--- config.mk ---
export PLATFORM = sky130hd
export DESIGN_NAME = bsfc_ctrl
export DESIGN_NICKNAME = d
export VERILOG_FILES = /design/src/include/bsfc_pkg.sv /design/src/include/bsfc_cyc_if.sv /design/src/rtl/bsfc_cycle.sv /design/src/rtl/bsfc_ctrl.sv
export VERILOG_INCLUDE_DIRS = /design/src /design/src/include
export SDC_FILE = /design/constraint.sdc
export NUM_CORES = 1
export LEC_CHECK = 0
export BUFFER_PORTS_ARGS = -buffer_cell sky130_fd_sc_hd__buf_2
export CORE_MARGIN = 4
export CORE_UTILIZATION = 25
export CTS_BUF_LIST = sky130_fd_sc_hd__clkbuf_16
export CTS_CLUSTER_DIAMETER = 200
export DETAILED_ROUTE_END_ITERATION = 7
export GPL_TIMING_DRIVEN = 0
export PLACE_DENSITY_LB_ADDON = 0.25
export SETUP_SLACK_MARGIN = 0.15
export SYNTH_ARGS = -nofsm -noshare
export SYNTH_HDL_FRONTEND = slang
export SYNTH_SLANG_ARGS = --single-unit
--- constraint.sdc ---
create_clock -name sys_clk -period 3.2 [get_ports sys_clk]
set_input_delay 0.32 -clock sys_clk [delete_from_list [all_inputs] [get_ports sys_clk]]
set_output_delay 0.32 -clock sys_clk [all_outputs]
set_load 0.005 [all_outputs]
--- src/include/bsfc_defines.svh ---
// Offsets, fields, reset values, command codes and timing of the flash host
`ifndef BSFC_DEFINES_SVH
`define BSFC_DEFINES_SVH
`define BSFC_CLK_MHZ     125
`define BSFC_CYC(ns)     ((((ns) * `BSFC_CLK_MHZ) + 999) / 1000)
`define BSFC_SETUP_NS    30
`define BSFC_STROBE_NS   70
`define BSFC_HOLD_NS     20
`define BSFC_BUSY_NS     90
`define BSFC_OFF_CTRL    8'h00
`define BSFC_OFF_ADDR    8'h04
`define BSFC_OFF_DATA    8'h08
`define BSFC_OFF_STAT    8'h0c
`define BSFC_CTRL_GO     0
`define BSFC_CTRL_OP     1
`define BSFC_CTRL_WAIT   4
`define BSFC_CTRL_WORD   5
`define BSFC_CTRL_STBY   6
`define BSFC_CTRL_HWRST  7
`define BSFC_CTRL_POLL   8
`define BSFC_CTRL_RST    9'h020
`define BSFC_CTRL_MASK   9'h1fe
`define BSFC_STAT_BUSY   0
`define BSFC_STAT_RDY    1
`define BSFC_STAT_BYP    2
`define BSFC_STAT_DONE   3
`define BSFC_STAT_RDATA  16
`define BSFC_UNLK1_A     20'h00aaa
`define BSFC_UNLK2_W     20'h00554
`define BSFC_UNLK2_B     20'h00555
`define BSFC_CMD_UNLK1   8'haa
`define BSFC_CMD_UNLK2   8'h55
`define BSFC_CMD_PROG    8'ha0
`define BSFC_CMD_ERASE   8'h80
`define BSFC_CMD_SECTOR  8'h30
`define BSFC_CMD_CHIP    8'h10
`define BSFC_CMD_SUSP    8'hb0
`define BSFC_CMD_RESUME  8'h30
`define BSFC_CMD_BYP_ON  8'h20
`define BSFC_CMD_BYP_X1  8'h90
`define BSFC_CMD_BYP_X2  8'h00
`endif

--- src/include/bsfc_pkg.sv ---
// Types shared by the flash host controller modules
package bsfc_pkg;
	typedef enum logic [2:0] {
		OP_READ, OP_PROG, OP_SERASE, OP_CERASE,
		OP_SUSP, OP_RESUME, OP_BYP_ON, OP_BYP_OFF
	} bsfc_op_t;
	typedef enum logic [2:0] {
		S_IDLE, S_ISSUE, S_SETTLE, S_WPIN, S_POLLA, S_POLLB
	} bsfc_st_t;
	typedef enum logic [1:0] {
		C_IDLE, C_SETUP, C_STROBE, C_HOLD
	} bsfc_cyc_st_t;
endpackage

--- src/include/bsfc_cyc_if.sv ---
// Request and answer of one flash bus cycle between sequencer and pin engine
`timescale 1ns/1ps
interface bsfc_cyc_if;
	logic        reqValid;
	logic        reqWrite;
	logic [19:0] reqAddr;
	logic [15:0] reqData;
	logic        wordMode;
	logic        standby;
	logic        ack;
	logic [15:0] rdData;
	modport ctl (output reqValid, reqWrite, reqAddr, reqData, wordMode,
		standby, input ack, rdData);
	modport cyc (input reqValid, reqWrite, reqAddr, reqData, wordMode,
		standby, output ack, rdData);
endinterface

--- src/rtl/bsfc_cycle.sv ---
// Pin engine: one timed read or write cycle on the flash pins
`timescale 1ns/1ps
`include "bsfc_defines.svh"
module bsfc_cycle (
	input  logic        sys_clk,
	input  logic        reset,
	bsfc_cyc_if.cyc     cyc,
	output logic        flashCeN,
	output logic        flashOeN,
	output logic        flashWeN,
	output logic [18:0] flashAddr,
	output logic [15:0] dataBusOut,
	output logic [15:0] dataBusOeN,
	input  logic [15:0] dataBusIn
);
	import bsfc_pkg::*;
	localparam logic [3:0] SETUP_C  = 4'(`BSFC_CYC(`BSFC_SETUP_NS) - 1);
	localparam logic [3:0] STROBE_C = 4'(`BSFC_CYC(`BSFC_STROBE_NS) - 1);
	localparam logic [3:0] HOLD_C   = 4'(`BSFC_CYC(`BSFC_HOLD_NS) - 1);

	bsfc_cyc_st_t st_ff;
	logic [3:0]   tmr_ff;
	logic         wr_ff;
	logic [15:0]  dqS1_ff, dqS2_ff, dqS3_ff;
	logic         take, tmrDone, dataSteady, dataMsbOrLowAddr;

	// ----------------------------------------
	// Cycle sequencing
	// ----------------------------------------
	// The ack cycle itself is skipped so a held request is not taken twice
	assign take       = cyc.reqValid && !cyc.ack;
	assign tmrDone    = (tmr_ff == 4'h0);
	assign dataSteady = wr_ff || (dqS2_ff == dqS3_ff);
	// Byte mode turns the top data line into the lowest address bit
	assign dataMsbOrLowAddr = cyc.wordMode ? cyc.reqData[15] : cyc.reqAddr[0];

	// State and phase timer
	always_ff @(posedge sys_clk) begin
		if (reset) begin
			st_ff  <= C_IDLE;
			tmr_ff <= 4'h0;
		end else begin
			unique case (st_ff)
				C_IDLE: if (take) begin
					st_ff  <= C_SETUP;
					tmr_ff <= SETUP_C;
				end
				C_SETUP: if (tmrDone) begin
					st_ff  <= C_STROBE;
					tmr_ff <= STROBE_C;
				end else tmr_ff <= tmr_ff - 4'h1;
				C_STROBE: if (tmrDone && dataSteady) begin
					st_ff  <= C_HOLD;
					tmr_ff <= HOLD_C;
				end else if (!tmrDone) tmr_ff <= tmr_ff - 4'h1;
				C_HOLD: if (tmrDone) st_ff <= C_IDLE;
				else tmr_ff <= tmr_ff - 4'h1;
			endcase
		end
	end

	// Read data pass three flops; capture waits until two stages agree
	always_ff @(posedge sys_clk) begin
		if (reset) begin
			dqS1_ff <= 16'h0000;
			dqS2_ff <= 16'h0000;
			dqS3_ff <= 16'h0000;
		end else begin
			dqS1_ff <= dataBusIn;
			dqS2_ff <= dqS1_ff;
			dqS3_ff <= dqS2_ff;
		end
	end

	// ----------------------------------------
	// Pin drive
	// ----------------------------------------
	// Chip select, gate and strobe are separate so outputs never fight
	always_ff @(posedge sys_clk) begin
		if (reset) begin
			flashCeN   <= 1'b1;
			flashOeN   <= 1'b1;
			flashWeN   <= 1'b1;
			flashAddr  <= 19'h00000;
			dataBusOut <= 16'h0000;
			dataBusOeN <= 16'hffff;
			wr_ff      <= 1'b0;
			cyc.ack    <= 1'b0;
			cyc.rdData <= 16'h0000;
		end else begin
			cyc.ack <= 1'b0;
			unique case (st_ff)
				C_IDLE: begin
					flashCeN <= cyc.standby;
					if (take) begin
						flashCeN   <= 1'b0;
						flashAddr  <= cyc.reqAddr[19:1];
						wr_ff      <= cyc.reqWrite;
						dataBusOut <= {dataMsbOrLowAddr, cyc.reqData[14:0]};
						dataBusOeN <= cyc.wordMode ? {16{!cyc.reqWrite}} :
							{1'b0, 7'h7f, {8{!cyc.reqWrite}}};
					end
				end
				C_SETUP: if (tmrDone) begin
					flashWeN <= !wr_ff;
					flashOeN <= wr_ff;
				end
				C_STROBE: if (tmrDone && dataSteady) begin
					flashWeN <= 1'b1;
					flashOeN <= 1'b1;
					if (!wr_ff) cyc.rdData <= dqS3_ff;
				end
				C_HOLD: if (tmrDone) begin
					cyc.ack    <= 1'b1;
					dataBusOeN <= 16'hffff;
				end
			endcase
		end
	end

	property p_write_form;
		@(posedge sys_clk) disable iff (reset)
		!flashWeN |-> (!flashCeN && flashOeN && dataBusOeN[7:0] == 8'h00);
	endproperty
	a_write_form: assert property (p_write_form)
		else $error("write strobe without select or with gate open");

	property p_read_form;
		@(posedge sys_clk) disable iff (reset)
		!flashOeN |-> (!flashCeN && flashWeN && (&dataBusOeN[7:0]));
	endproperty
	a_read_form: assert property (p_read_form)
		else $error("read gate open while strobing or driving data");

	property p_standby;
		@(posedge sys_clk) disable iff (reset)
		(st_ff == C_IDLE && cyc.standby && !cyc.reqValid)[*2] |-> flashCeN;
	endproperty
	a_standby: assert property (p_standby)
		else $error("select held low in standby");
endmodule

--- src/rtl/bsfc_ctrl.sv ---
// Host controller for a parallel boot-sector flash, AXI4-Lite command port
`timescale 1ns/1ps
`include "bsfc_defines.svh"
// Function
// - Commands go out as plain write cycles latched by the device.
// - In bypass mode a program takes two writes instead of four.
// - Completion seen on ready pin or polling of the toggle status bit.
// - Erase may be suspended, other sectors used, then resumed.
// - Host may place device in standby by its pins.
// - Host reads with select and gate low, strobe high.
module bsfc_ctrl #(
	parameter int AXI_AW = 8
) (
	input  logic              sys_clk,
	input  logic              reset,
	input  logic [AXI_AW-1:0] s_axi_awaddr,
	input  logic              s_axi_awvalid,
	output logic              s_axi_awready,
	input  logic [31:0]       s_axi_wdata,
	input  logic [3:0]        s_axi_wstrb,
	input  logic              s_axi_wvalid,
	output logic              s_axi_wready,
	output logic [1:0]        s_axi_bresp,
	output logic              s_axi_bvalid,
	input  logic              s_axi_bready,
	input  logic [AXI_AW-1:0] s_axi_araddr,
	input  logic              s_axi_arvalid,
	output logic              s_axi_arready,
	output logic [31:0]       s_axi_rdata,
	output logic [1:0]        s_axi_rresp,
	output logic              s_axi_rvalid,
	input  logic              s_axi_rready,
	output logic              flashCeN,
	output logic              flashOeN,
	output logic              flashWeN,
	output logic              flashResetN,
	output logic              flashWordSel,
	output logic [18:0]       flashAddr,
	output logic [15:0]       dataBusOut,
	output logic [15:0]       dataBusOeN,
	input  logic [15:0]       dataBus,
	input  logic              opDoneFlag
);
	import bsfc_pkg::*;
	localparam logic [7:0] BUSY_C = 8'(`BSFC_CYC(`BSFC_BUSY_NS) - 1);

	bsfc_cyc_if cyc ();

	logic         awready_ff, bvalid_ff, arready_ff, rvalid_ff;
	logic [1:0]   bresp_ff, rresp_ff;
	logic [31:0]  rdata_ff;
	logic [8:0]   ctrlReg_ff;
	logic [19:0]  addrReg_ff;
	logic [15:0]  dataReg_ff;
	logic         goPulse_ff, done_ff, busyDly_ff;
	logic         rdyS1_ff, rdyS2_ff, rdyS3_ff, rdyLvl_ff;
	bsfc_st_t     st_ff;
	logic [2:0]   step_ff, wrCnt_ff;
	logic [7:0]   tmr_ff;
	logic         busy_ff, byp_ff, tog_ff;
	logic [15:0]  rdData_ff;
	logic [31:0]  curWr, newWr, rdMux, statReg;
	logic [36:0]  seq;
	logic         wrHit, rdHit, doneClr;
	bsfc_op_t     op;

	// ----------------------------------------
	// Helpers
	// ----------------------------------------
	// Word-aligned match of a bus address against a register offset
	function automatic logic isOff(input logic [AXI_AW-1:0] a,
		input logic [7:0] off);
		isOff = (a[AXI_AW-1:2] == (AXI_AW-2)'(off[7:2]));
	endfunction

	function automatic logic [31:0] bmerge(input logic [31:0] old,
		input logic [31:0] nw, input logic [3:0] strb);
		for (int i = 0; i < 4; i++)
			bmerge[i*8 +: 8] = strb[i] ? nw[i*8 +: 8] : old[i*8 +: 8];
	endfunction

	function automatic logic [36:0] ent(input logic l, input logic [19:0] a,
		input logic [7:0] d);
		ent = {l, a, 8'h00, d};
	endfunction

	// Operations that start an embedded algorithm or stop one
	function automatic logic isLong(input bsfc_op_t o);
		isLong = (o == OP_PROG) || (o == OP_SERASE) || (o == OP_CERASE) ||
			(o == OP_SUSP);
	endfunction

	// Step table of every command sequence: {last, address, data}
	function automatic logic [36:0] seqStep(input bsfc_op_t o,
		input logic byp, input logic [2:0] s, input logic [19:0] a,
		input logic [15:0] d, input logic wm);
		logic [19:0] u2;
		u2 = wm ? `BSFC_UNLK2_W : `BSFC_UNLK2_B;
		seqStep = {1'b1, a, d};
		unique case (o)
			OP_READ: seqStep = {1'b1, a, 16'h0000};
			OP_PROG: begin
				if (byp) begin
					if (s == 3'd0) seqStep = ent(1'b0, `BSFC_UNLK1_A, `BSFC_CMD_PROG);
				end else begin
					unique case (s)
						3'd0: seqStep = ent(1'b0, `BSFC_UNLK1_A, `BSFC_CMD_UNLK1);
						3'd1: seqStep = ent(1'b0, u2, `BSFC_CMD_UNLK2);
						3'd2: seqStep = ent(1'b0, `BSFC_UNLK1_A, `BSFC_CMD_PROG);
						default: seqStep = {1'b1, a, d};
					endcase
				end
			end
			OP_SERASE, OP_CERASE: begin
				unique case (s)
					3'd0, 3'd3: seqStep = ent(1'b0, `BSFC_UNLK1_A, `BSFC_CMD_UNLK1);
					3'd1, 3'd4: seqStep = ent(1'b0, u2, `BSFC_CMD_UNLK2);
					3'd2: seqStep = ent(1'b0, `BSFC_UNLK1_A, `BSFC_CMD_ERASE);
					default: seqStep = (o == OP_SERASE) ?
						ent(1'b1, a, `BSFC_CMD_SECTOR) :
						ent(1'b1, `BSFC_UNLK1_A, `BSFC_CMD_CHIP);
				endcase
			end
			OP_SUSP:   seqStep = ent(1'b1, a, `BSFC_CMD_SUSP);
			OP_RESUME: seqStep = ent(1'b1, a, `BSFC_CMD_RESUME);
			OP_BYP_ON: begin
				unique case (s)
					3'd0: seqStep = ent(1'b0, `BSFC_UNLK1_A, `BSFC_CMD_UNLK1);
					3'd1: seqStep = ent(1'b0, u2, `BSFC_CMD_UNLK2);
					default: seqStep = ent(1'b1, `BSFC_UNLK1_A, `BSFC_CMD_BYP_ON);
				endcase
			end
			OP_BYP_OFF: seqStep = (s == 3'd0) ? ent(1'b0, a, `BSFC_CMD_BYP_X1) :
				ent(1'b1, a, `BSFC_CMD_BYP_X2);
		endcase
	endfunction

	assign op  = bsfc_op_t'(ctrlReg_ff[`BSFC_CTRL_OP +: 3]);
	assign seq = seqStep(op, byp_ff, step_ff, addrReg_ff, dataReg_ff,
		ctrlReg_ff[`BSFC_CTRL_WORD]);

	// ----------------------------------------
	// AXI4-Lite slave
	// ----------------------------------------
	assign s_axi_awready = awready_ff;
	assign s_axi_wready  = awready_ff;
	assign s_axi_bvalid  = bvalid_ff;
	assign s_axi_bresp   = bresp_ff;
	assign s_axi_arready = arready_ff;
	assign s_axi_rvalid  = rvalid_ff;
	assign s_axi_rresp   = rresp_ff;
	assign s_axi_rdata   = rdata_ff;

	// Decode of the writable words and the status word
	always_comb begin
		wrHit = isOff(s_axi_awaddr, `BSFC_OFF_CTRL) ||
			isOff(s_axi_awaddr, `BSFC_OFF_ADDR) ||
			isOff(s_axi_awaddr, `BSFC_OFF_DATA);
		curWr = 32'h0;
		if (isOff(s_axi_awaddr, `BSFC_OFF_CTRL)) curWr = {23'h0, ctrlReg_ff};
		if (isOff(s_axi_awaddr, `BSFC_OFF_ADDR)) curWr = {12'h0, addrReg_ff};
		if (isOff(s_axi_awaddr, `BSFC_OFF_DATA)) curWr = {16'h0, dataReg_ff};
		newWr = bmerge(curWr, s_axi_wdata, s_axi_wstrb);
		statReg = 32'h0;
		statReg[`BSFC_STAT_BUSY] = busy_ff;
		statReg[`BSFC_STAT_RDY]  = rdyLvl_ff;
		statReg[`BSFC_STAT_BYP]  = byp_ff;
		statReg[`BSFC_STAT_DONE] = done_ff;
		statReg[`BSFC_STAT_RDATA +: 16] = rdData_ff;
		rdHit = 1'b1;
		rdMux = 32'h0;
		if (isOff(s_axi_araddr, `BSFC_OFF_CTRL)) rdMux = {23'h0, ctrlReg_ff};
		else if (isOff(s_axi_araddr, `BSFC_OFF_ADDR)) rdMux = {12'h0, addrReg_ff};
		else if (isOff(s_axi_araddr, `BSFC_OFF_DATA)) rdMux = {16'h0, dataReg_ff};
		else if (isOff(s_axi_araddr, `BSFC_OFF_STAT)) rdMux = statReg;
		else rdHit = 1'b0;
	end

	// Ready waits for both channels, so no write is ever half taken
	always_ff @(posedge sys_clk) begin
		if (reset) begin
			awready_ff <= 1'b0;
			bvalid_ff  <= 1'b0;
			bresp_ff   <= 2'h0;
			ctrlReg_ff <= `BSFC_CTRL_RST;
			addrReg_ff <= 20'h00000;
			dataReg_ff <= 16'h0000;
			goPulse_ff <= 1'b0;
		end else begin
			awready_ff <= s_axi_awvalid && s_axi_wvalid && !awready_ff && !bvalid_ff;
			goPulse_ff <= 1'b0;
			if (awready_ff) begin
				bvalid_ff <= 1'b1;
				bresp_ff  <= wrHit ? 2'h0 : 2'h2;
				if (isOff(s_axi_awaddr, `BSFC_OFF_CTRL)) begin
					// A start while busy is dropped; the other fields still land
					ctrlReg_ff <= newWr[8:0] & `BSFC_CTRL_MASK;
					goPulse_ff <= newWr[`BSFC_CTRL_GO] && !busy_ff;
				end
				if (isOff(s_axi_awaddr, `BSFC_OFF_ADDR)) addrReg_ff <= newWr[19:0];
				if (isOff(s_axi_awaddr, `BSFC_OFF_DATA)) dataReg_ff <= newWr[15:0];
			end else if (s_axi_bready) begin
				bvalid_ff <= 1'b0;
			end
		end
	end

	// Read channel, one beat at a time
	always_ff @(posedge sys_clk) begin
		if (reset) begin
			arready_ff <= 1'b0;
			rvalid_ff  <= 1'b0;
			rresp_ff   <= 2'h0;
			rdata_ff   <= 32'h0;
		end else begin
			arready_ff <= s_axi_arvalid && !arready_ff && !rvalid_ff;
			if (arready_ff) begin
				rvalid_ff <= 1'b1;
				rdata_ff  <= rdMux;
				rresp_ff  <= rdHit ? 2'h0 : 2'h2;
			end else if (s_axi_rready) begin
				rvalid_ff <= 1'b0;
			end
		end
	end

	// Done is sticky; an end arriving with the clear still sets it
	assign doneClr = awready_ff && isOff(s_axi_awaddr, `BSFC_OFF_CTRL);
	always_ff @(posedge sys_clk) begin
		if (reset) begin
			busyDly_ff <= 1'b0;
			done_ff    <= 1'b0;
		end else begin
			busyDly_ff <= busy_ff;
			done_ff    <= (busyDly_ff && !busy_ff) || (done_ff && !doneClr);
		end
	end

	// ----------------------------------------
	// Ready pin synchroniser and static pins
	// ----------------------------------------
	always_ff @(posedge sys_clk) begin
		if (reset) begin
			rdyS1_ff  <= 1'b0;
			rdyS2_ff  <= 1'b0;
			rdyS3_ff  <= 1'b0;
			rdyLvl_ff <= 1'b0;
		end else begin
			rdyS1_ff <= opDoneFlag;
			rdyS2_ff <= rdyS1_ff;
			rdyS3_ff <= rdyS2_ff;
			if (rdyS2_ff == rdyS3_ff) rdyLvl_ff <= rdyS3_ff;
		end
	end

	// Reset pin and width select follow the control word
	always_ff @(posedge sys_clk) begin
		if (reset) begin
			flashResetN  <= 1'b0;
			flashWordSel <= 1'b1;
			cyc.wordMode <= 1'b1;
			cyc.standby  <= 1'b0;
		end else begin
			flashResetN  <= !ctrlReg_ff[`BSFC_CTRL_HWRST];
			flashWordSel <= ctrlReg_ff[`BSFC_CTRL_WORD];
			cyc.wordMode <= ctrlReg_ff[`BSFC_CTRL_WORD];
			cyc.standby  <= ctrlReg_ff[`BSFC_CTRL_STBY] && !busy_ff;
		end
	end

	// ----------------------------------------
	// Command sequencer
	// ----------------------------------------
	// Erase and resume may run without waiting so a suspend can follow
	always_ff @(posedge sys_clk) begin
		if (reset) begin
			st_ff        <= S_IDLE;
			step_ff      <= 3'h0;
			wrCnt_ff     <= 3'h0;
			tmr_ff       <= 8'h00;
			busy_ff      <= 1'b0;
			byp_ff       <= 1'b0;
			tog_ff       <= 1'b0;
			rdData_ff    <= 16'h0000;
			cyc.reqValid <= 1'b0;
			cyc.reqWrite <= 1'b0;
			cyc.reqAddr  <= 20'h00000;
			cyc.reqData  <= 16'h0000;
		end else begin
			unique case (st_ff)
				S_IDLE: if (goPulse_ff) begin
					busy_ff  <= 1'b1;
					step_ff  <= 3'h0;
					wrCnt_ff <= 3'h0;
					st_ff    <= S_ISSUE;
				end
				S_ISSUE: if (cyc.ack) begin
					cyc.reqValid <= 1'b0;
					step_ff      <= step_ff + 3'h1;
					if (cyc.reqWrite) wrCnt_ff <= wrCnt_ff + 3'h1;
					if (seq[36]) begin
						if (op == OP_READ) rdData_ff <= cyc.rdData;
						if (op == OP_BYP_ON) byp_ff <= 1'b1;
						if (op == OP_BYP_OFF) byp_ff <= 1'b0;
						if (ctrlReg_ff[`BSFC_CTRL_WAIT] && isLong(op)) begin
							st_ff  <= ctrlReg_ff[`BSFC_CTRL_POLL] ? S_POLLA : S_SETTLE;
							tmr_ff <= BUSY_C;
						end else begin
							st_ff   <= S_IDLE;
							busy_ff <= 1'b0;
						end
					end
				end else if (!cyc.reqValid) begin
					cyc.reqValid <= 1'b1;
					cyc.reqWrite <= (op != OP_READ);
					cyc.reqAddr  <= seq[35:16];
					cyc.reqData  <= seq[15:0];
				end
				// Ready pin only means something after the device's busy delay
				S_SETTLE: if (tmr_ff == 8'h00) st_ff <= S_WPIN;
				else tmr_ff <= tmr_ff - 8'h01;
				S_WPIN: if (rdyLvl_ff) begin
					st_ff   <= S_IDLE;
					busy_ff <= 1'b0;
				end
				// Two reads in a row with equal flip bit mean the algorithm ended
				S_POLLA, S_POLLB: if (cyc.ack) begin
					cyc.reqValid <= 1'b0;
					tog_ff       <= cyc.rdData[6];
					if (st_ff == S_POLLA) st_ff <= S_POLLB;
					else if (cyc.rdData[6] == tog_ff) begin
						st_ff   <= S_IDLE;
						busy_ff <= 1'b0;
					end
				end else if (!cyc.reqValid) begin
					cyc.reqValid <= 1'b1;
					cyc.reqWrite <= 1'b0;
					cyc.reqAddr  <= addrReg_ff;
				end
			endcase
			// Pulsing the reset pin ends ready pin waits and bypass; bus cycles and toggle polls finish
			if (ctrlReg_ff[`BSFC_CTRL_HWRST]) begin
				byp_ff <= 1'b0;
				if (st_ff == S_SETTLE || st_ff == S_WPIN) begin
					st_ff   <= S_IDLE;
					busy_ff <= 1'b0;
				end
			end
		end
	end

	bsfc_cycle u_cycle (
		.sys_clk    (sys_clk),
		.reset      (reset),
		.cyc        (cyc.cyc),
		.flashCeN   (flashCeN),
		.flashOeN   (flashOeN),
		.flashWeN   (flashWeN),
		.flashAddr  (flashAddr),
		.dataBusOut (dataBusOut),
		.dataBusOeN (dataBusOeN),
		.dataBusIn  (dataBus)
	);

	property p_bypass_prog;
		@(posedge sys_clk) disable iff (reset)
		(st_ff == S_ISSUE && cyc.ack && seq[36] && op == OP_PROG) |->
			(wrCnt_ff == (byp_ff ? 3'd1 : 3'd3));
	endproperty
	a_bypass_prog: assert property (p_bypass_prog)
		else $error("program sequence has wrong number of writes");

	property p_pin_done;
		@(posedge sys_clk) disable iff (reset)
		$fell(st_ff == S_WPIN) |-> ($past(rdyLvl_ff) ||
			$past(ctrlReg_ff[`BSFC_CTRL_HWRST]));
	endproperty
	a_pin_done: assert property (p_pin_done)
		else $error("pin wait ended while device busy");

	property p_toggle_more;
		@(posedge sys_clk) disable iff (reset)
		(st_ff == S_POLLB && cyc.ack && cyc.rdData[6] != tog_ff) |=>
			(st_ff == S_POLLB && busy_ff);
	endproperty
	a_toggle_more: assert property (p_toggle_more)
		else $error("toggle poll ended while bit still flips");

	property p_suspend_code;
		@(posedge sys_clk) disable iff (reset)
		(st_ff == S_ISSUE && cyc.reqValid && op == OP_SUSP) |->
			(cyc.reqWrite && cyc.reqData[7:0] == `BSFC_CMD_SUSP);
	endproperty
	a_suspend_code: assert property (p_suspend_code)
		else $error("suspend not sent as its single write");

	property p_cmd_is_write;
		@(posedge sys_clk) disable iff (reset)
		(st_ff == S_ISSUE && $rose(cyc.reqValid) && op != OP_READ) |->
			cyc.reqWrite ##1 (cyc.reqValid && cyc.reqWrite);
	endproperty
	a_cmd_is_write: assert property (p_cmd_is_write)
		else $error("command step not issued as a write cycle");
endmodule

### Yosys cells after proc, flatten, opt, wreduce, memory -nomap -nowiden

Index checks and enable logic that the tools add are counted.

| storage, ports and cells | value |
|---|---|
| input bits | 76 |
| flip-flop bits (word level) | 291 |
| RAM bits | 0 |
| bits in read-only memories | 0 |
| logic and storage cells | 264 |
| memories kept | 0 |
| latch bits | 0 |
| output and inout bits | 97 |

| operators by class | value |
|---|---|
| eq/ne operators | 41 |
| add/subtract/negate cells | 3 |
| bitwise logic cells | 6 |
| mux-type cells | 96 |
| shift-type cells | 0 |
| div/mod/pow operators | 0 |
| magnitude comparators | 0 |
| reduce and logical (&&, ||, !) cells | 72 |
| multiply operators | 0 |

Operators by type and width:

| operator | number |
|---|---|
| $pmux 37 s7 | 1 |
| $pmux 37 s3 | 2 |
| $mux 32 | 4 |
| $mux 20 | 6 |
| $mux 37 | 3 |
| $pmux 37 s2 | 1 |
| $mux 16 | 3 |
| $mux 8 | 6 |
| $mux 3 | 14 |
| $pmux 20 s2 | 1 |
| $mux 36 | 1 |
| $mux 1 | 32 |
| $pmux 16 s2 | 1 |
| $eq 3x3->1 const B | 7 |
| $mux 4 | 5 |
| $eq 3x2->1 const B | 6 |
| $eq 6x2->1 const B | 3 |
| $reduce_and 3->1 | 6 |
| $eq 16x16->1 | 1 |
| $ne 2x2->1 const B | 8 |
| $pmux 4 s4 | 1 |
| $pmux 8 s2 | 1 |
| $reduce_bool 2->1 | 8 |
| $pmux 3 s5 | 1 |
| other kinds (31) | 96 |

### Depth between registers and ports, before layout

Gate-level depths: netlist (run 1).

| logic depth | value |
|---|---|
| word-level depth | 11 |
| depth in mapped cells | 10 |
| gate-level depth less buffers | 9 |

### Cells and area by module

A second synthesis (run 1) with hierarchy kept.

| second synthesis, totals | value |
|---|---|
| cell total of the unflattened synthesis | 1,351 |
| area, all modules | 11,599.9 µm² |

By module, submodules not included:

| module | instances | area each (µm²) | cells each | sequential area each (µm²) |
|---|---|---|---|---|
| bsfc_ctrl | 1 | 7,277.0 | 896 | 3,263.1 |
| bsfc_cycle | 1 | 4,322.9 | 455 | 2,262.2 |

### Least setup slack after synthesis (run 1)

Ideal clock, no wire load.

| timing path | value |
|---|---|
| kind | register to register |
| start point | register step_ff[1] |
| end point | register tmr_ff[4] |
| data arrival time | 2.086 ns |
| path slack | 0.974 ns |
| stages on the path, launching flop included | 10 |
| required time | 3.061 ns |
| clock period less this slack | 2.226 ns |
| buffers on the path | 2 |
| library setup time | 0.139 ns |
| path through | dfxtp_1 -> inv_1 -> ha_1 -> buf_2 -> nor2b_1 -> buf_2 -> a2111oi_1 -> o31ai_2 -> a211oi_2 -> a221oi_1 |

| between the ends | value |
|---|---|
| longest elaborated chain between the ends | 6 |
| elaborated cells between the ends (all ways) | 16 |
| those cells by class | eq/ne (5); mux (7); reduce/logical (4) |

RTL lines:

| element | line | text |
|---|---|---|
| from (decl) | bsfc_ctrl.sv:58 | `logic [2:0] step_ff, wrCnt_ff;` |
| from (signal assigned) | bsfc_ctrl.sv:299 | `step_ff <= step_ff + 3'h1;` |
| $eq 3x1->1 (tied with other cells) | bsfc_ctrl.sv:106, bsfc_ctrl.sv:115, bsfc_ctrl.sv:127 |  |
| $reduce_or 2->1 (tied with other cells) | bsfc_ctrl.sv:115 | `unique case (s)` |
| $pmux 37 s3 / $mux 37 (equally long branches) | bsfc_ctrl.sv:115, bsfc_ctrl.sv:103 |  |
| $pmux 37 s7 * | bsfc_ctrl.sv:100 | `unique case (o)` |
| $ne 2x2->1 (no source line) * | n/a |  |
| $reduce_and 5->1 (no source line) * | n/a |  |
| to (signal assigned) | bsfc_ctrl.sv:321 | `else tmr_ff <= tmr_ff - 8'h01;` |
| to (decl) | bsfc_ctrl.sv:59 | `logic [7:0] tmr_ff;` |

Mark *: on every way between the ends. The rest lies on a longest branch, timed or not.
A chain may end at the register's enable or synchronous reset.

### Worst setup path in the final report (run 1)

| timing path | value |
|---|---|
| start point | register step_ff[1] |
| end point | register tmr_ff[6] |

Same word-level chain as after synthesis.

==> results of run 1 <==
[routing by layer]
layer	routed length, µm	global-route usage (%)	part of all wire, %	up-vias
met5	16	0	0.039	-
met4	1200	5.25	2.9	2
met3	3260	3.99	7.9	87
met2	18500	25.1	45	411
met1	18200	21.3	44	5056
li1	-	-	-	5103
[area by class of cell]
cell class	count	area, µm²
Multi-Input combinational cell	936	5500
Clock buffer	34	851
Tap cell	600	751
Inverter	25	93.8
Fill cell	4883	31400
Sequential cell	276	5530
Clock inverter	23	201
Timing Repair Buffer	156	811
Buffer	108	498
[worst max-delay path by stage]
stage | cells past startpoint | end | startpoint
5_1_grt | 9 | tmr_ff[4] | step_ff[1]
2_1_floorplan | 9 | tmr_ff[4] | step_ff[1]
4_1_cts | 9 | tmr_ff[4] | step_ff[1]
3_5_place_dp | 5 | step_ff[2] | reset
6_report | 9 | tmr_ff[6] | step_ff[1]
3_3_place_gp | 5 | step_ff[2] | reset
[worst min-delay path, delay by kind of cell]
kind                   cells  cell delay, ps
buffers and inverters      1              90
AND/OR/NAND/NOR            2              80
[cells by family (layout without fill, tap and decap cells)]
| group | after synthesis | after routing | synth area share, % |
|---|---|---|---|
| flip-flops | 276 | 276 | 47.6 |
| AND/OR/NAND/NOR | 526 | 526 | 21.7 |
| other | 1 | 2 | 0.0323 |
| multiplexers | 37 | 37 | 3.54 |
| AO/OA/AOI/OAI | 341 | 341 | 19.3 |
| XOR/XNOR | 17 | 17 | 1.28 |
| buffers and inverters | 133 | 346 | 5.10 |
| adder cells (fa/ha/maj) | 13 | 13 | 1.40 |
[repair_timing]
item / CTS / global route
hold buffers: 6 / 0
endpoints found under the hold margin: 6 / 0
setup endpoints to repair: 0 / 0
buffers inserted: 0 / 0
[cells in the mapped netlist, types with 3 or more instances]
master / count / share of area, %
nand4_1: 8 / 0.43
a32o_1: 3 / 0.26
ha_1: 13 / 1.4
a221o_1: 9 / 0.78
nor4_1: 6 / 0.32
a31oi_1: 6 / 0.32
mux4_2: 3 / 0.58
or4_1: 3 / 0.19
buf_1: 7 / 0.23
nand3_1: 42 / 1.8
nor4b_1: 5 / 0.38
o31ai_1: 22 / 1.4
nor3_1: 12 / 0.52
o41ai_1: 5 / 0.38
nor2b_1: 63 / 3.4
or3_1: 22 / 1.2
and2_1: 6 / 0.32
a211oi_1: 10 / 0.65
a31o_2: 3 / 0.23
dfxtp_1: 276 / 48
nand4b_1: 4 / 0.30
nand2_1: 221 / 7.1
o211ai_1: 5 / 0.32
clkbuf_1: 69 / 2.2
a41oi_1: 3 / 0.23
mux2i_1: 32 / 2.8
and3_1: 7 / 0.38
o21ai_0: 51 / 2.2
buf_4: 16 / 1.0
nor2_1: 98 / 3.2
a311oi_1: 5 / 0.38
nand2b_1: 13 / 0.70
a221oi_1: 15 / 1.1
inv_1: 24 / 0.78
a21oi_1: 129 / 5.6
nor3b_1: 3 / 0.19
a22oi_1: 29 / 1.9
buf_2: 14 / 0.60
a22o_1: 9 / 0.68
a2bb2oi_1: 14 / 1.1
xnor2_1: 17 / 1.3
[sequential cells by signal, indices dropped and copies added (netlist names), 16 cells and up]
name,cells
u_cycle.dqS2_ff,16
addrReg_ff,20
u_cycle.flashAddr,19
cyc.reqData,16
s_axi_rdata,32
u_cycle.cyc.rdData,16
u_cycle.dataBusOut,16
u_cycle.dqS3_ff,16
u_cycle.dqS1_ff,16
rdData_ff,16
dataReg_ff,16
cyc.reqAddr,20
[stage by stage]
step                      hold WS (ps)  worst slack (ps)  cells  instance area (µm²)  power [mW]
after CTS                         2.27               413   2158                14200        8.00
after detailed placement           423               322   2095                13100        4.29
after floorplan                    414               974   1345                11600        4.03
after global placement             423               347   2095                13100        4.28
final                             25.0               351   2158                14200        7.90
after global routing              14.2               223   2158                14200        8.21
[cell usage in the layout (no fill, tap or decap), drive strengths merged, types with 6 or more instances in the layout]
cell / synthesis / routed
inv: 24 / 34
a211oi: 12 / 12
nand2: 221 / 221
nand4: 8 / 8
nor3b: 6 / 6
nor4: 7 / 7
dlygate4sd3: 0 / 6
ha: 13 / 13
a2bb2oi: 14 / 14
or3: 22 / 22
nand3: 42 / 42
a22oi: 29 / 29
buf: 39 / 189
a31oi: 6 / 6
a221oi: 15 / 15
clkinv: 1 / 11
a22o: 9 / 9
clkbuf: 69 / 103
and3: 7 / 7
xnor2: 17 / 17
dfxtp: 276 / 276
nor2: 98 / 98
o31ai: 23 / 23
a221o: 9 / 9
nand2b: 13 / 13
nor3: 13 / 13
a21oi: 130 / 130
o21ai: 51 / 51
and2: 6 / 6
mux2i: 32 / 32
nor2b: 63 / 63
[report_power, final]
group,switching (mW),internal (mW)
sequential,0.0423,3.50
combinational,0.417,0.264
clock,1.50,2.18
==> summary.txt, run 1 <==
Setup path
  – Slowest cell delay on critical path: approximately 660 ps
  – Internal reg-to-reg setup slack: 350 ps
  – Most used cell, CP: buf_2
  – Maximum fanout count along the critical path: 9
  – Delay-heaviest family, CP: compound AO/OA/AOI/OAI gates
  – Depth of the worst register-to-register path: 9
  – Worst Path Arrival: 3190 ps
  – Slowest CP cell: a2111oi_1
  – Critical R2R Capture: tmr_ff[6]
  – Critical path type: reg -> reg
  – R2r startpoint: step_ff[1]
  – Worst path cell trace: inv_1, ha_1, buf_2, nor2b_1, buf_2, a2111oi_1, o31ai_2, a211oi_2, a211oi_1
  – Crit. End Element: flip-flop
  – Worst Path Buf+Inv: 3
  – Kind of start point of the critical path: flip-flop
  – Required time reported for the critical path endpoint: 3540 ps

Clock tree
  – Latest clock arrival within the worst-skew pair: 520 ps
  – Max Root-Sink Buffers: 3
  – Quantity of gates resized following cts: 0
  – Num Clock Sinks: 276
  – Clock tree root driver cell: clkbuf_16
  – Clock slew seen by the registers of the worst setup and hold paths: 60 ps
  – Number of levels in the clock H-tree: 2
  – CTS tree: built
  – Cts bufs inserted: 34

Layout
  – Number of nets in the finished design: 1626
  – Share of post-route cells with drive strength above 1: about 16%
  – Area grow syn2layout: 22.5%
  – Core occupancy in the finished layout: ~31%
  – Count of antenna diodes in the layout: 0

Worst hold path
  – Startpoint of the worst hold path: s_axi_wvalid
  – Endpoint, Worst Hold: s_axi_awready
  – Hold Crit Depth: 3
  – Class of the worst hold path: in -> reg

Detailed routing
  – Number of detailed-routing iterations run before antenna repair: 6
  – DRC violation count after routing: 0
  – Initial DRC Count: 1001
  – Via count of the routed design: 10700
  – Overall routed net length: 41300 µm
  – Vias per Instance: 4.94
  – Average wire length per cell after detail routing: 19.1 µm
  – Number of antenna-violating nets in the routed design: 0

Floorplanning
  – Die width: 223 µm
  – I/O pin total: roughly 170
  – Die Area: ~50000 µm²
  – Number of core rows: 78
  – Initial core utilization: 25.4%
  – Total core area: approximately 46000 µm²
  – DIE HEIGHT: approximately 220 µm

Timing
  – Layout Skew: around 20 ps
  – Fin. max-slew vios: 0
  – Pin slew with the least headroom to its limit: ~1100 ps
  – Max Clock Freq: around 0.35 GHz
  – Setup-violating endpoint count in the final report: 0
  – Final-layout setup total negative slack: 0 ps
  – Number of hold violations in the final report: 0
  – Min Clock Period, post-route: 2850 ps
  – Relative slew slack: 27.2%
  – Unrepaired setup endpoints after global routing: no
  – Share of the cycle needed by the critical path after routing: 89.0%

Global routing
  – Overall fraction of global-route tracks in use: 15.9%
  – Initial antenna violation count: 1
  – Wire length of the first global-routing pass: 62300 µm
  – Via count of the first global-routing pass: 10300
  – Leftover overflow at the end of global routing: 0
  – Pin count of the biggest net entering global routing: 13

Logic synthesis
  – Count of warnings emitted by yosys: 0
  – Count of unique library cells instantiated by Yosys: 73
  – Syn Std Cell Area: 11600 µm²
  – FF+latch count, synth: around 280
  – Flip-flop cell with the highest count after synthesis: dfxtp_1
  – Average footprint of a synthesized cell: about 8.6 µm²
  – Proportion of synthesized flip-flops having asynchronous set or reset: 0%
  – Cell count after synthesis: 1344
  – Sequential-to-total area share from yosys stat: 47.6%
  – Number of flops mapped to enable cells by yosys: 0

Pwr
  – Maximum resistive drop on vdd: 0.313 mV
  – Leak pwr: 5.25 nW
  – Power density cells: 556 nW/µm²

Placed design
  – Post-DP HPWL: 31100 µm
  – Global placement routability congestion: 0.911
  – Count of buffers from port buffering: 150

Run
  – Number of violations of the max-capacitance limit: 0

Outcome
  – Outcome: finished clean
No activity file was read; power rests on OpenSTA's default activity.
==> run 2: changes to the inputs <==
--- a/config.mk
+++ b/config.mk
@@ -6,11 +6,11 @@
 export SDC_FILE = /design/constraint.sdc
 export NUM_CORES = 1
 export LEC_CHECK = 0
+export ABC_AREA = 1
 export BUFFER_PORTS_ARGS = -buffer_cell sky130_fd_sc_hd__buf_2
 export CORE_MARGIN = 4
 export CORE_UTILIZATION = 25
 export CTS_BUF_LIST = sky130_fd_sc_hd__clkbuf_16
-export CTS_CLUSTER_DIAMETER = 200
 export DETAILED_ROUTE_END_ITERATION = 7
 export GPL_TIMING_DRIVEN = 0
 export PLACE_DENSITY_LB_ADDON = 0.25
==> constraint.sdc (replaced) <==
create_clock -name sys_clk -period 3.2 [get_ports sys_clk]
set_input_delay 0.64 -clock sys_clk [delete_from_list [all_inputs] [get_ports sys_clk]]
set_output_delay 0.64 -clock sys_clk [all_outputs]
set_load 0.005 [all_outputs]
==> summary.txt, run 2 <==
Outcome
  – Outcome: finished clean

Global routing
  – Global-route track usage on met3: between 3 and 4%
  – Initial antenna violation count: 0
  – Met2 usage in global routing: 27.3%
  – Leftover overflow at the end of global routing: 0
  – GR met1 Demand/Resource: 20.3%
  – Via count of the first global-routing pass: between 10000 and 15000
  – Peak-usage layer in the global routing report: met2
  – Pin count of the biggest net entering global routing: 13
  – Overall fraction of global-route tracks in use: 16.1%
  – Wire length of the first global-routing pass: between 60000 and 70000 µm

Timing
  – Relative slew slack: 36.2%
  – Unrepaired setup endpoints after global routing: no
  – Pin slew with the least headroom to its limit: 957 ps
  – Setup-violating endpoint count in the final report: 0
  – Fin. max-slew vios: 0
  – Max Clock Freq: 0.426 GHz
  – Final-layout setup total negative slack: 0 ps
  – Min Clock Period, post-route: 2350 ps
  – Layout Skew: 23.1 ps
  – Number of hold violations in the final report: 0
  – Share of the cycle needed by the critical path after routing: 73.4%

Logic synthesis
  – Number of flops mapped to enable cells by yosys: 0
  – Largest cells by area after synthesis: dfxtp_1 48%, a21oi_1 10%, nand2_1 8.7%, o21ai_0 8.4%, inv_1 6.5%
  – Post-synthesis adder-cell area fraction: between 1 and 1.5%
  – Largest family of logic cells by synthesized area: compound AO/OA/AOI/OAI gates
  – Count of unique library cells instantiated by Yosys: 52
  – Share of synthesized area spent on multiplexers: less than 1%
  – Simple logic cell fraction of the synthesized area: 17.9%
  – Count of warnings emitted by yosys: 0
  – Fraction of the mapped netlist area in compound gates: 21.3%
  – Proportion of synthesized flip-flops having asynchronous set or reset: 0%
  – Cell count after synthesis: 1535
  – Sequential-to-total area share from yosys stat: 48.3%
  – Post-synthesis xor/xnor area fraction: 0.536%
  – FF+latch count, synth: 276
  – Average footprint of a synthesized cell: between 7 and 8 µm²
  – Most repeated cell in the gate-level netlist after synthesis: dfxtp_1
  – Area leader, netlist: dfxtp_1
  – Share of the synthesized area in the top cell type: 48.3%
  – Flip-flop cell with the highest count after synthesis: dfxtp_1
  – Commonest cells post-synth: 276 x dfxtp_1, 266 x nand2_1, 231 x a21oi_1, 197 x inv_1, 191 x o21ai_0
  – Syn Std Cell Area: 11400 µm²

Clock tree
  – Latest clock arrival within the worst-skew pair: 540 ps
  – Clock slew seen by the registers of the worst setup and hold paths: 50 ps
  – Clock tree root driver cell: clkbuf_16
  – Hold bufs inserted after CTS: 0
  – Quantity of gates resized following cts: 0
  – Number of levels in the clock H-tree: 2
  – Num Clock Sinks: about 280
  – Number of buffers inserted to repair setup after CTS: 0
  – Max Root-Sink Buffers: 3
  – Cts bufs inserted: 34
  – CTS tree: built

Layout
  – Number of fill cells: 4999
  – Largest register FFs: 32
  – Number of nets in the finished design: 1814
  – Count of antenna diodes in the layout: 0
  – Area of the multi-input gates: 4740 µm²
  – Leading cell type in the layout, fill and taps excluded: dfxtp_1
  – Top library cells by usage in the layout, fill and taps aside: 276 x dfxtp_1, 266 x nand2_1, 231 x a21oi_1
  – Final non-filler cell total: ~2300
  – Footprint of the flip-flops and latches: 5530 µm²
  – Share of post-route cells with drive strength above 1: 14.5%
  – Area grow syn2layout: 22.5%

Pwr
  – Maximum resistive drop on vdd: 0.350 mV
  – Power density cells: slightly below 600 nW/µm²
  – Leak pwr: ~5.8 nW
  – Post-route total power: 8.20 mW

Floorplanning
  – DIE HEIGHT: 222 µm
  – Die width: 222 µm
  – Die Area: 49300 µm²
  – I/O pin total: 173
  – Initial core utilization: between 20% and 30%
  – Number of core rows: 78
  – Total core area: 45300 µm²

Setup path
  – Required time reported for the critical path endpoint: 3600 ps
  – Internal reg-to-reg setup slack: around 850 ps
  – Worst path cell trace: inv_1, ha_1, nand2_1, o21ai_1, nand2_1, o21ai_0, inv_1, o21ai_0, a21oi_1, a21oi_1
  – Slowest CP cell: a21oi_1
  – Worst Path Arrival: about 2800 ps
  – Crit. End Element: flip-flop
  – Kind of start point of the critical path: flip-flop
  – Critical path type: reg -> reg
  – Slowest cell delay on critical path: around 490 ps
  – Maximum fanout count along the critical path: 6

Run
  – Number of violations of the max-capacitance limit: 0

Detailed routing
  – Overall routed net length: between 40000 and 50000 µm
  – Number of detailed-routing iterations run before antenna repair: 6
  – Initial DRC Count: around 760
  – Number of antenna-violating nets in the routed design: 0
  – Vias per Instance: 4.60
  – Average wire length per cell after detail routing: 17.4 µm
  – DRC violation count after routing: 0
  – Via count of the routed design: 10800

Placed design
  – Post-DP HPWL: 31300 µm
  – Count of buffers from port buffering: 153
  – DP Cell Count: 2289
  – Global placement routability congestion: between 0.9 and 1

Worst hold path
  – Class of the worst hold path: in -> reg
run 2: cell count changes after synthesis, sizes merged, moves of 17 or more:
cell and change:
nand2 +47, mux2i -32, nor2 +28, o21ai +142, clkbuf -17, a21oi +103
inv +181, a22oi -28, o31ai -22, nor2b -63, or3 -22
run 2: worst max-delay path, delay by kind of cell (launching register included):
| kind | cells | cell delay, ps |
|---|---|---|
| buf+inv | 2 | 260 |
| fa+ha+maj | 1 | 190 |
| simple gates | 2 | 250 |
| flops | 1 | 350 |
| compound gates | 5 | 1180 |
run 2: layer usage:
layer / part of all wire [%] / up-vias
li1: - / 5387
met1: 43 / 5009
met2: 48 / 328
met3: 5.9 / 78
met4: 3.2 / 0
met5: 0 / -
run 2: power by group:
| part | internal (mW) | total (mW) | switching (mW) |
|---|---|---|---|
| Sequential | 3.54 | 3.62 | 0.0784 |
| Clock | 2.18 | 3.70 | 1.53 |
| Combinational | 0.357 | 0.877 | 0.520 |
run 2: per-stage QoR:
stage | area, µm² | worst slack [ps] | hold slack, ps | utilization, %
after CTS | 14000 | 868 | 266 | 31.0
final | 14000 | 850 | 292 | 31.0
after detailed placement | 13000 | 402 | 394 | 28.6
after floorplan | 11400 | 1290 | 388 | -
after global placement | 13000 | 352 | 394 | 28.6
after global routing | 14000 | 551 | 276 | 31.0
run 2: worst paths after layout:
kind / start / endpoint / cells after the start
worst max-delay path: step_ff[1] / cyc.reqAddr[6] / 10
worst min-delay path: s_axi_bready / s_axi_bvalid / 2
worst max register to register: step_ff[1] / cyc.reqAddr[6] / 10
worst min register to register: u_cycle.dqS1_ff[7] / u_cycle.dqS2_ff[7] / 2
run 2: cells by family after synthesis:
kind of cell	count (synthesis)
AND/OR/NAND/NOR	479
AO/OA/AOI/OAI	465
buffers and inverters	292
flip-flops	276
adder cells (fa/ha/maj)	13
XOR/XNOR	7
multiplexers	2
other	1
run 2: area by class of cell:
class | instances | area share [%]
well taps | 600 | 5.36
plain buffers | 84 | 2.84
multi-input cells | 968 | 33.8
flip-flops and latches | 276 | 39.4
repair buffers | 153 | 5.46
clock inverters | 25 | 1.47
clock buffers | 34 | 6.07
inverters | 208 | 5.59
